**config.mk**
```make
export PLATFORM = sky130hd
export DESIGN_NAME = gpi_port_irq
export DESIGN_NICKNAME = d
export VERILOG_FILES = /design/src/rtl/gpi_port_irq.v
export VERILOG_INCLUDE_DIRS = /design/src /design/src/rtl
export SDC_FILE = /design/constraint.sdc
export NUM_CORES = 1
export LEC_CHECK = 0
export BUFFER_PORTS_ARGS = -buffer_cell sky130_fd_sc_hd__buf_2
export CAP_MARGIN = 20
export CORE_AREA = 2 2 105 107
export CTS_BUF_LIST = sky130_fd_sc_hd__clkbuf_16
export CTS_CLUSTER_SIZE = 40
export DETAILED_ROUTE_END_ITERATION = 12
export DIE_AREA = 0 0 107 109
export GPL_ROUTABILITY_DRIVEN = 0
export PLACE_DENSITY_LB_ADDON = 0.12
export SETUP_SLACK_MARGIN = 0.15
export SKIP_CTS_REPAIR_TIMING = 1
export SLEW_MARGIN = 20
export SYNTH_ARGS = -nofsm -noshare
export SYNTH_HDL_FRONTEND = slang
export SYNTH_SLANG_ARGS = --single-unit
```
**constraint.sdc**
```tcl
create_clock -name aclk -period 2.6 [get_ports aclk]
set_clock_uncertainty 0.1 [all_clocks]
set_input_delay 0.39 -clock aclk [delete_from_list [all_inputs] [get_ports aclk]]
set_output_delay 0.39 -clock aclk [all_outputs]
set_load 0.03 [all_outputs]
```
**src/rtl/gpi_defines.vh**
```
// Register offsets, reset values and field limits of the GPIO interrupt block.
// Assumes inclusion by bare name from the design file.
`ifndef GPI_DEFINES_VH
`define GPI_DEFINES_VH

// Register byte offsets
`define GPI_OFS_SENSE 12'h0404
`define GPI_OFS_BOTH 12'h0408
`define GPI_OFS_POL 12'h040c
`define GPI_OFS_MASK 12'h0410
`define GPI_OFS_RAW 12'h0414
`define GPI_OFS_MIS 12'h0418
`define GPI_OFS_CLR 12'h041c
`define GPI_OFS_AFS 12'h0420

// Field width and reset values
`define GPI_NPIN 8
`define GPI_RST_CFG 8'h00
`define GPI_AFS_RST_B 8'h80
`define GPI_AFS_RST_C 8'h0f
`define GPI_AFS_RST_OTHER 8'h00

// Bus answers
`define GPI_RESP_OKAY 2'b00
`define GPI_RESP_SLVERR 2'b10

`endif

```
**src/rtl/gpi_port_irq.v**
```verilog
// GPIO port interrupt detection, mode select and AXI4-Lite register slave.
// Assumes pin inputs synchronous to aclk; one clock, synchronous reset.
//
// Function
// - Both-edges set in edge mode: every edge flags, polarity ignored
// - Both-edges clear: polarity picks edge or level
// - Single edge comes from polarity bit
// - Polarity 1 rising/high, 0 falling/low
// - Mask 1 passes pin and combined interrupt
// - Mask 0 blocks interrupt, raw still records
// - All mask bits reset to zero
// - Raw status reads detected condition, mask-free
// - Masked status is raw AND mask
// - Clear writes of 1 reset edge latch
// - Converter pin unmasked event triggers converter
// - Function select 1 gives hardware control
// - Reset to software inputs, debug pins hardware
// - Any reset restores default function selection
// - Only bits 7:0 implemented, upper read zero
// - Sense 1 level, sense 0 edge
//
// Register access over AXI4-Lite was decided locally.
`timescale 1ns/1ps
`include "gpi_defines.vh"

module gpi_port_irq #(
  // Reset value of the function select; 8'h80 port B, 8'h0f port C
  parameter [7:0] AFS_RST = `GPI_AFS_RST_OTHER,
  // Pin index forwarded as converter trigger (port B bit 4)
  parameter integer TRIG_PIN = 4
) (
  // Clock and reset
  input wire aclk,
  input wire aresetn,
  // AXI4-Lite write address
  input wire s_axi_awvalid,
  output wire s_axi_awready,
  input wire [11:0] s_axi_awaddr,
  // AXI4-Lite write data
  input wire s_axi_wvalid,
  output wire s_axi_wready,
  input wire [31:0] s_axi_wdata,
  input wire [3:0] s_axi_wstrb,
  // AXI4-Lite write response
  output wire s_axi_bvalid,
  input wire s_axi_bready,
  output wire [1:0] s_axi_bresp,
  // AXI4-Lite read address
  input wire s_axi_arvalid,
  output wire s_axi_arready,
  input wire [11:0] s_axi_araddr,
  // AXI4-Lite read data
  output wire s_axi_rvalid,
  input wire s_axi_rready,
  output wire [31:0] s_axi_rdata,
  output wire [1:0] s_axi_rresp,
  // Pins and function select
  input wire [7:0] pin_in,
  output wire [7:0] hw_function_field,
  // Interrupts and converter trigger
  output wire [7:0] pin_irq,
  output wire combined_port_interrupt,
  output wire converter_trigger_pin
);

  ////////////////////////////////////////////////////////////////////////////
  // Register storage
  reg [7:0] sense_r;
  reg [7:0] both_r;
  reg [7:0] pol_r;
  reg [7:0] mask_r;
  reg [7:0] afs_r;
  reg [7:0] edge_r;
  reg [7:0] sync1_r;
  reg [7:0] sync2_r;
  reg [7:0] prev_r;
  reg [7:0] raw_nxt;
  wire [7:0] raw;
  wire [7:0] masked_status_field;
  wire [7:0] edge_hit;

  ////////////////////////////////////////////////////////////////////////////
  // Bus slave state
  reg aw_held_r;
  reg w_held_r;
  reg [11:0] awaddr_r;
  reg [31:0] wdata_r;
  reg [3:0] wstrb_r;
  reg bvalid_r;
  reg [1:0] bresp_r;
  reg rvalid_r;
  reg [31:0] rdata_r;
  reg [1:0] rresp_r;
  wire wr_fire;
  wire rd_fire;
  wire [11:0] wa;
  wire [31:0] wd;
  wire wlane0;
  reg rd_hit;
  reg [7:0] rd_val;
  reg wr_hit;

  // Address and data accepted separately; response waits for both
  assign s_axi_awready = !aw_held_r && !bvalid_r;
  assign s_axi_wready = !w_held_r && !bvalid_r;
  assign s_axi_bvalid = bvalid_r;
  assign s_axi_bresp = bresp_r;
  assign s_axi_arready = !rvalid_r;
  assign s_axi_rvalid = rvalid_r;
  assign s_axi_rdata = rdata_r;
  assign s_axi_rresp = rresp_r;

  // Write happens the cycle both halves are present (held or arriving)
  assign wr_fire = !bvalid_r && (aw_held_r || s_axi_awvalid) && (w_held_r || s_axi_wvalid);
  assign wa = aw_held_r ? awaddr_r : s_axi_awaddr;
  assign wd = w_held_r ? wdata_r : s_axi_wdata;
  // Only the low byte carries fields, so only lane 0 matters
  assign wlane0 = w_held_r ? wstrb_r[0] : s_axi_wstrb[0];
  assign rd_fire = s_axi_arvalid && !rvalid_r;

  // Write address decode
  always @* begin
    case (wa)
      `GPI_OFS_SENSE, `GPI_OFS_BOTH, `GPI_OFS_POL, `GPI_OFS_MASK,
      `GPI_OFS_RAW, `GPI_OFS_MIS, `GPI_OFS_CLR, `GPI_OFS_AFS: wr_hit = 1'b1;
      default: wr_hit = 1'b0;
    endcase
  end

  // Read mux; upper 24 bits always zero
  always @* begin
    rd_hit = 1'b1;
    case (s_axi_araddr)
      `GPI_OFS_SENSE: rd_val = sense_r;
      `GPI_OFS_BOTH: rd_val = both_r;
      `GPI_OFS_POL: rd_val = pol_r;
      `GPI_OFS_MASK: rd_val = mask_r;
      `GPI_OFS_RAW: rd_val = raw;
      `GPI_OFS_MIS: rd_val = masked_status_field;
      `GPI_OFS_CLR: rd_val = 8'h00;
      `GPI_OFS_AFS: rd_val = afs_r;
      default: begin
        rd_val = 8'h00;
        rd_hit = 1'b0;
      end
    endcase
  end

  // Write channel holding and response
  always @(posedge aclk) begin
    if (!aresetn) begin
      aw_held_r <= 1'b0;
      w_held_r <= 1'b0;
      awaddr_r <= 12'h000;
      wdata_r <= 32'h0000_0000;
      wstrb_r <= 4'h0;
      bvalid_r <= 1'b0;
      bresp_r <= `GPI_RESP_OKAY;
    end else if (wr_fire) begin
      aw_held_r <= 1'b0;
      w_held_r <= 1'b0;
      bvalid_r <= 1'b1;
      bresp_r <= wr_hit ? `GPI_RESP_OKAY : `GPI_RESP_SLVERR;
    end else begin
      if (s_axi_awvalid && s_axi_awready) begin
        aw_held_r <= 1'b1;
        awaddr_r <= s_axi_awaddr;
      end
      if (s_axi_wvalid && s_axi_wready) begin
        w_held_r <= 1'b1;
        wdata_r <= s_axi_wdata;
        wstrb_r <= s_axi_wstrb;
      end
      if (bvalid_r && s_axi_bready)
        bvalid_r <= 1'b0;
    end
  end

  // Read answer one cycle after the address is taken
  always @(posedge aclk) begin
    if (!aresetn) begin
      rvalid_r <= 1'b0;
      rdata_r <= 32'h0000_0000;
      rresp_r <= `GPI_RESP_OKAY;
    end else if (rd_fire) begin
      rvalid_r <= 1'b1;
      rdata_r <= {24'h00_0000, rd_val};
      rresp_r <= rd_hit ? `GPI_RESP_OKAY : `GPI_RESP_SLVERR;
    end else if (rvalid_r && s_axi_rready) begin
      rvalid_r <= 1'b0;
    end
  end

  ////////////////////////////////////////////////////////////////////////////
  // Configuration registers; status registers ignore writes
  always @(posedge aclk) begin
    if (!aresetn) begin
      sense_r <= `GPI_RST_CFG;
      both_r <= `GPI_RST_CFG;
      pol_r <= `GPI_RST_CFG;
      mask_r <= `GPI_RST_CFG;
      afs_r <= AFS_RST;
    end else if (wr_fire && wlane0) begin
      case (wa)
        `GPI_OFS_SENSE: sense_r <= wd[7:0];
        `GPI_OFS_BOTH: both_r <= wd[7:0];
        `GPI_OFS_POL: pol_r <= wd[7:0];
        `GPI_OFS_MASK: mask_r <= wd[7:0];
        `GPI_OFS_AFS: afs_r <= wd[7:0];
        default: sense_r <= sense_r;
      endcase
    end
  end

  ////////////////////////////////////////////////////////////////////////////
  // Pin synchroniser; first stage feeds only the second
  always @(posedge aclk) begin
    if (!aresetn) begin
      sync1_r <= 8'h00;
      sync2_r <= 8'h00;
      prev_r <= 8'h00;
    end else begin
      sync1_r <= pin_in;
      sync2_r <= sync1_r;
      prev_r <= sync2_r;
    end
  end

  // Per-pin edge qualification and level status
  genvar g;
  generate
    for (g = 0; g < `GPI_NPIN; g = g + 1) begin : g_pin
      wire rise = sync2_r[g] & ~prev_r[g];
      wire fall = ~sync2_r[g] & prev_r[g];
      // Both-edges overrides polarity; else polarity picks the edge
      assign edge_hit[g] = both_r[g] ? (rise | fall) :
        (pol_r[g] ? rise : fall);
      // Level mode follows the pin directly, so clearing cannot stick
      assign raw[g] = sense_r[g] ? (sync2_r[g] == pol_r[g]) : edge_r[g];
    end
  endgenerate

  // Edge latches: a new edge wins over a clear in the same cycle
  always @* begin
    raw_nxt = edge_r;
    if (wr_fire && wlane0 && wa == `GPI_OFS_CLR)
      raw_nxt = edge_r & ~wd[7:0];
    raw_nxt = raw_nxt | (edge_hit & ~sense_r);
  end

  always @(posedge aclk) begin
    if (!aresetn)
      edge_r <= 8'h00;
    else
      edge_r <= raw_nxt;
  end

  ////////////////////////////////////////////////////////////////////////////
  // Outputs
  assign masked_status_field = raw & mask_r;
  assign pin_irq = masked_status_field;
  assign combined_port_interrupt = |masked_status_field;
  assign converter_trigger_pin = masked_status_field[TRIG_PIN];
  assign hw_function_field = afs_r;

endmodule // gpi_port_irq
```
==> impl_metrics.ini <==
[global_route]
antenna_found_initial = 0
gr-total-overflow = 0
grt_pass1_vias = 4078
grtUsageTotal_pct = 22.00
grt_pass1_wl_mm = 20.11
grt_max_degree = 63

[final_layout]
fin_nets = 772
diodes = 0
mostFrequentLayoutCells = 107 x dfxtp_1, 86 x mux2i_1, 80 x buf_2
drive_gt1_share_pct = 18.25
final_common_cell = dfxtp_1
area_growth_pct = 13.53
multiInputGateArea_um2 = 3141
n_fill_cell = 942
postLayoutCellArea_um2 = 6361
seqCellArea_um2 = 2142

[cts]
path_clk_slew_ps = 70
cts_made_buffers = 9
cts-root-buf = clkbuf_16
clk_latency_ps = 350
ctsHtreeMaxLevel = 3
cts_tree = built
cts_sinks = 107
clockBufferDepth = 2

[die]
die-area_um2 = 11660
io_pins = 134
die_w_um = 107
core_region_area_um2 = 10600
start_util_pct = 52.84
die_y_um = 109
rows = 38

[detailed_routing]
via_count = 4430
wl_per_cell_um = 15.05
ant_nets = 0
drt_iter0_markers = 239
drc = 0
routed_wl_mm = 12.42
drt-pass1-iter-count = 5
viasPerCell = 5.370

[logic_synthesis]
ys_top_cells_by_area = dfxtp_1 38%, mux2i_1 15%, nand3b_1 4.2%
synthesis.area_um2 = 5603
async_flop_share_pct = 0
syn_area_per_cell_um2 = 9.230
yosysWarnings = 0
synthFlopType = dfxtp_1
postSynthCellCount = 607
synth_seq_cells = 107
synth_top_area_cell = dfxtp_1
seq_area_frac_synth_pct = 38.23
synth_edf_count = 0
netlist-cell-type-count = 44
synth_top_area_share_pct = 38.23

[sta]
worst_pin_slew_ps = 658.0
max_clock_freq_mhz = 421.0
whs_ps = 142.8
fin_tns_setup_ps = 0
fin_crit_ps = 2375
setup_viol = 0
period_share_pct = 91.36
hold_viol_final = 0
rsz0062_at_grt = no
max_slew_margin_pct = 55.00
slew_violations = 0

[pwr]
p_clk_share_pct = 38.2
p_switching_mw = 0.9064
p_per_area_nw_per_um2 = 547.5
seq_power_share_pct = 49.4
leakage_nw = 2.911
ir_worst_vdd_uv = 333.6
p_sw_share_pct = 26.02
internal_power_mw = 2.577
power_frac_comb_pct = 12.4

[setup_path]
crit_path_end_kind = output port
critPathKind = register to output port
critPathMaxFanout = 4
cp.buffers_inverters = 1
worstPathRequired_ps = 2110
r2r_start = aw_held_r
worstPathCellList = xor2_1, o21ai_0, nor4_1, nand2_1, buf_2
cp_slowest_cell = dfxtp_1
crit_family = simple AND/OR/NAND/NOR gates
cpPeakStageDelay_ps = 410
arrival_ps = 1890
cp-startpoint = pol_r[1]
startpoint_type = register

[placed_design]
place_area_um2 = 6071
io_buffers = 80
dpl.hpwl_mm = 8.880

[flow_run]
maxCapViolCount = 0

[min_path]
hold_path_class = primary input to register
min_from = pin_in[4]

[run_status]
outcome = complete, no violations
## synthesized netlist by cell type (all sizes together), types with 9 or more instances
| cell | number |
|---|---|
| dfxtp | 107 |
| mux2i | 86 |
| nand2 | 58 |
| buf | 35 |
| and2 | 32 |
| nand3b | 31 |
| a21oi | 28 |
| inv | 27 |
| o21ai | 27 |
| nor2 | 25 |
| nor2b | 23 |
| clkbuf | 21 |
| ha | 16 |
| nand2b | 9 |
## per-layer routing
| layer | part of all wire, % | track usage [%] | vias up |
|---|---|---|---|
| met5 | 0 | 0 | - |
| met4 | 2.1 | 10.11 | 0 |
| met3 | 5.7 | 3.407 | 20 |
| met2 | 44 | 33.62 | 145 |
| met1 | 49 | 30.65 | 2050 |
| li1 | - | - | 2215 |
## path summary, 6_finish.rpt
check,to,slack [ps],depth (start not counted)
max,combined_port_interrupt,220,5
min,sync1_r[4],140,2
max reg2reg,hw_function_field[0],270,5
min reg2reg,sync2_r[6],330,1
## final cells by class
cell class | count | area share (%)
timing repair buffer | 94 | 8.143
sequential | 107 | 33.67
tap | 140 | 2.754
clock buffer | 9 | 3.541
clock inverter | 6 | 0.9245
multi-input combinational | 442 | 49.37
inverter | 27 | 1.593
## power groups by stage
stage / registers (mW) / logic (mW) / clock network [mW]
after detailed placement: 1.76 / 0.430 / 0
after global placement: 1.75 / 0.421 / 0
after global routing: 1.72 / 0.475 / 1.43
after floorplan: 1.76 / 0.336 / 0
final: 1.72 / 0.433 / 1.33
after CTS: 1.72 / 0.432 / 1.36
## registers in the layout, summed over array words and instances, names as in the netlist
name and cells:
aw_held_r 1, sync2_r 8, s_axi_bvalid 1, awaddr_r 12
s_axi_rvalid 1, prev_r 8, mask_r 8, edge_r 8
s_axi_rdata 8, both_r 8, sense_r 8, w_held_r 1
s_axi_rresp 1, wdata_r 8, pol_r 8, hw_function_field 8
sync1_r 8, s_axi_bresp 1, wstrb_r 1
## metrics by stage
step	total power [mW]	cells	util, %	setup slack (ps)
after global routing	3.625	825	60.00	156.9
final	3.483	825	60.00	224.7
after floorplan	2.093	632	-	398.3
after CTS	3.513	825	59.94	74.24
after detailed placement	2.187	810	57.26	289.5
after global placement	2.174	810	57.26	330.8
## logic make-up after synthesis
family	after synthesis	share of synthesized area (%)
other cells	1	0.06693
buf+inv	83	7.503
simple gates	212	22.91
flops	107	38.23
mux	86	15.36
compound gates	93	10.94
fa+ha+maj	16	3.573
xor+xnor	9	1.407
(Power assumes the default switching activity.)
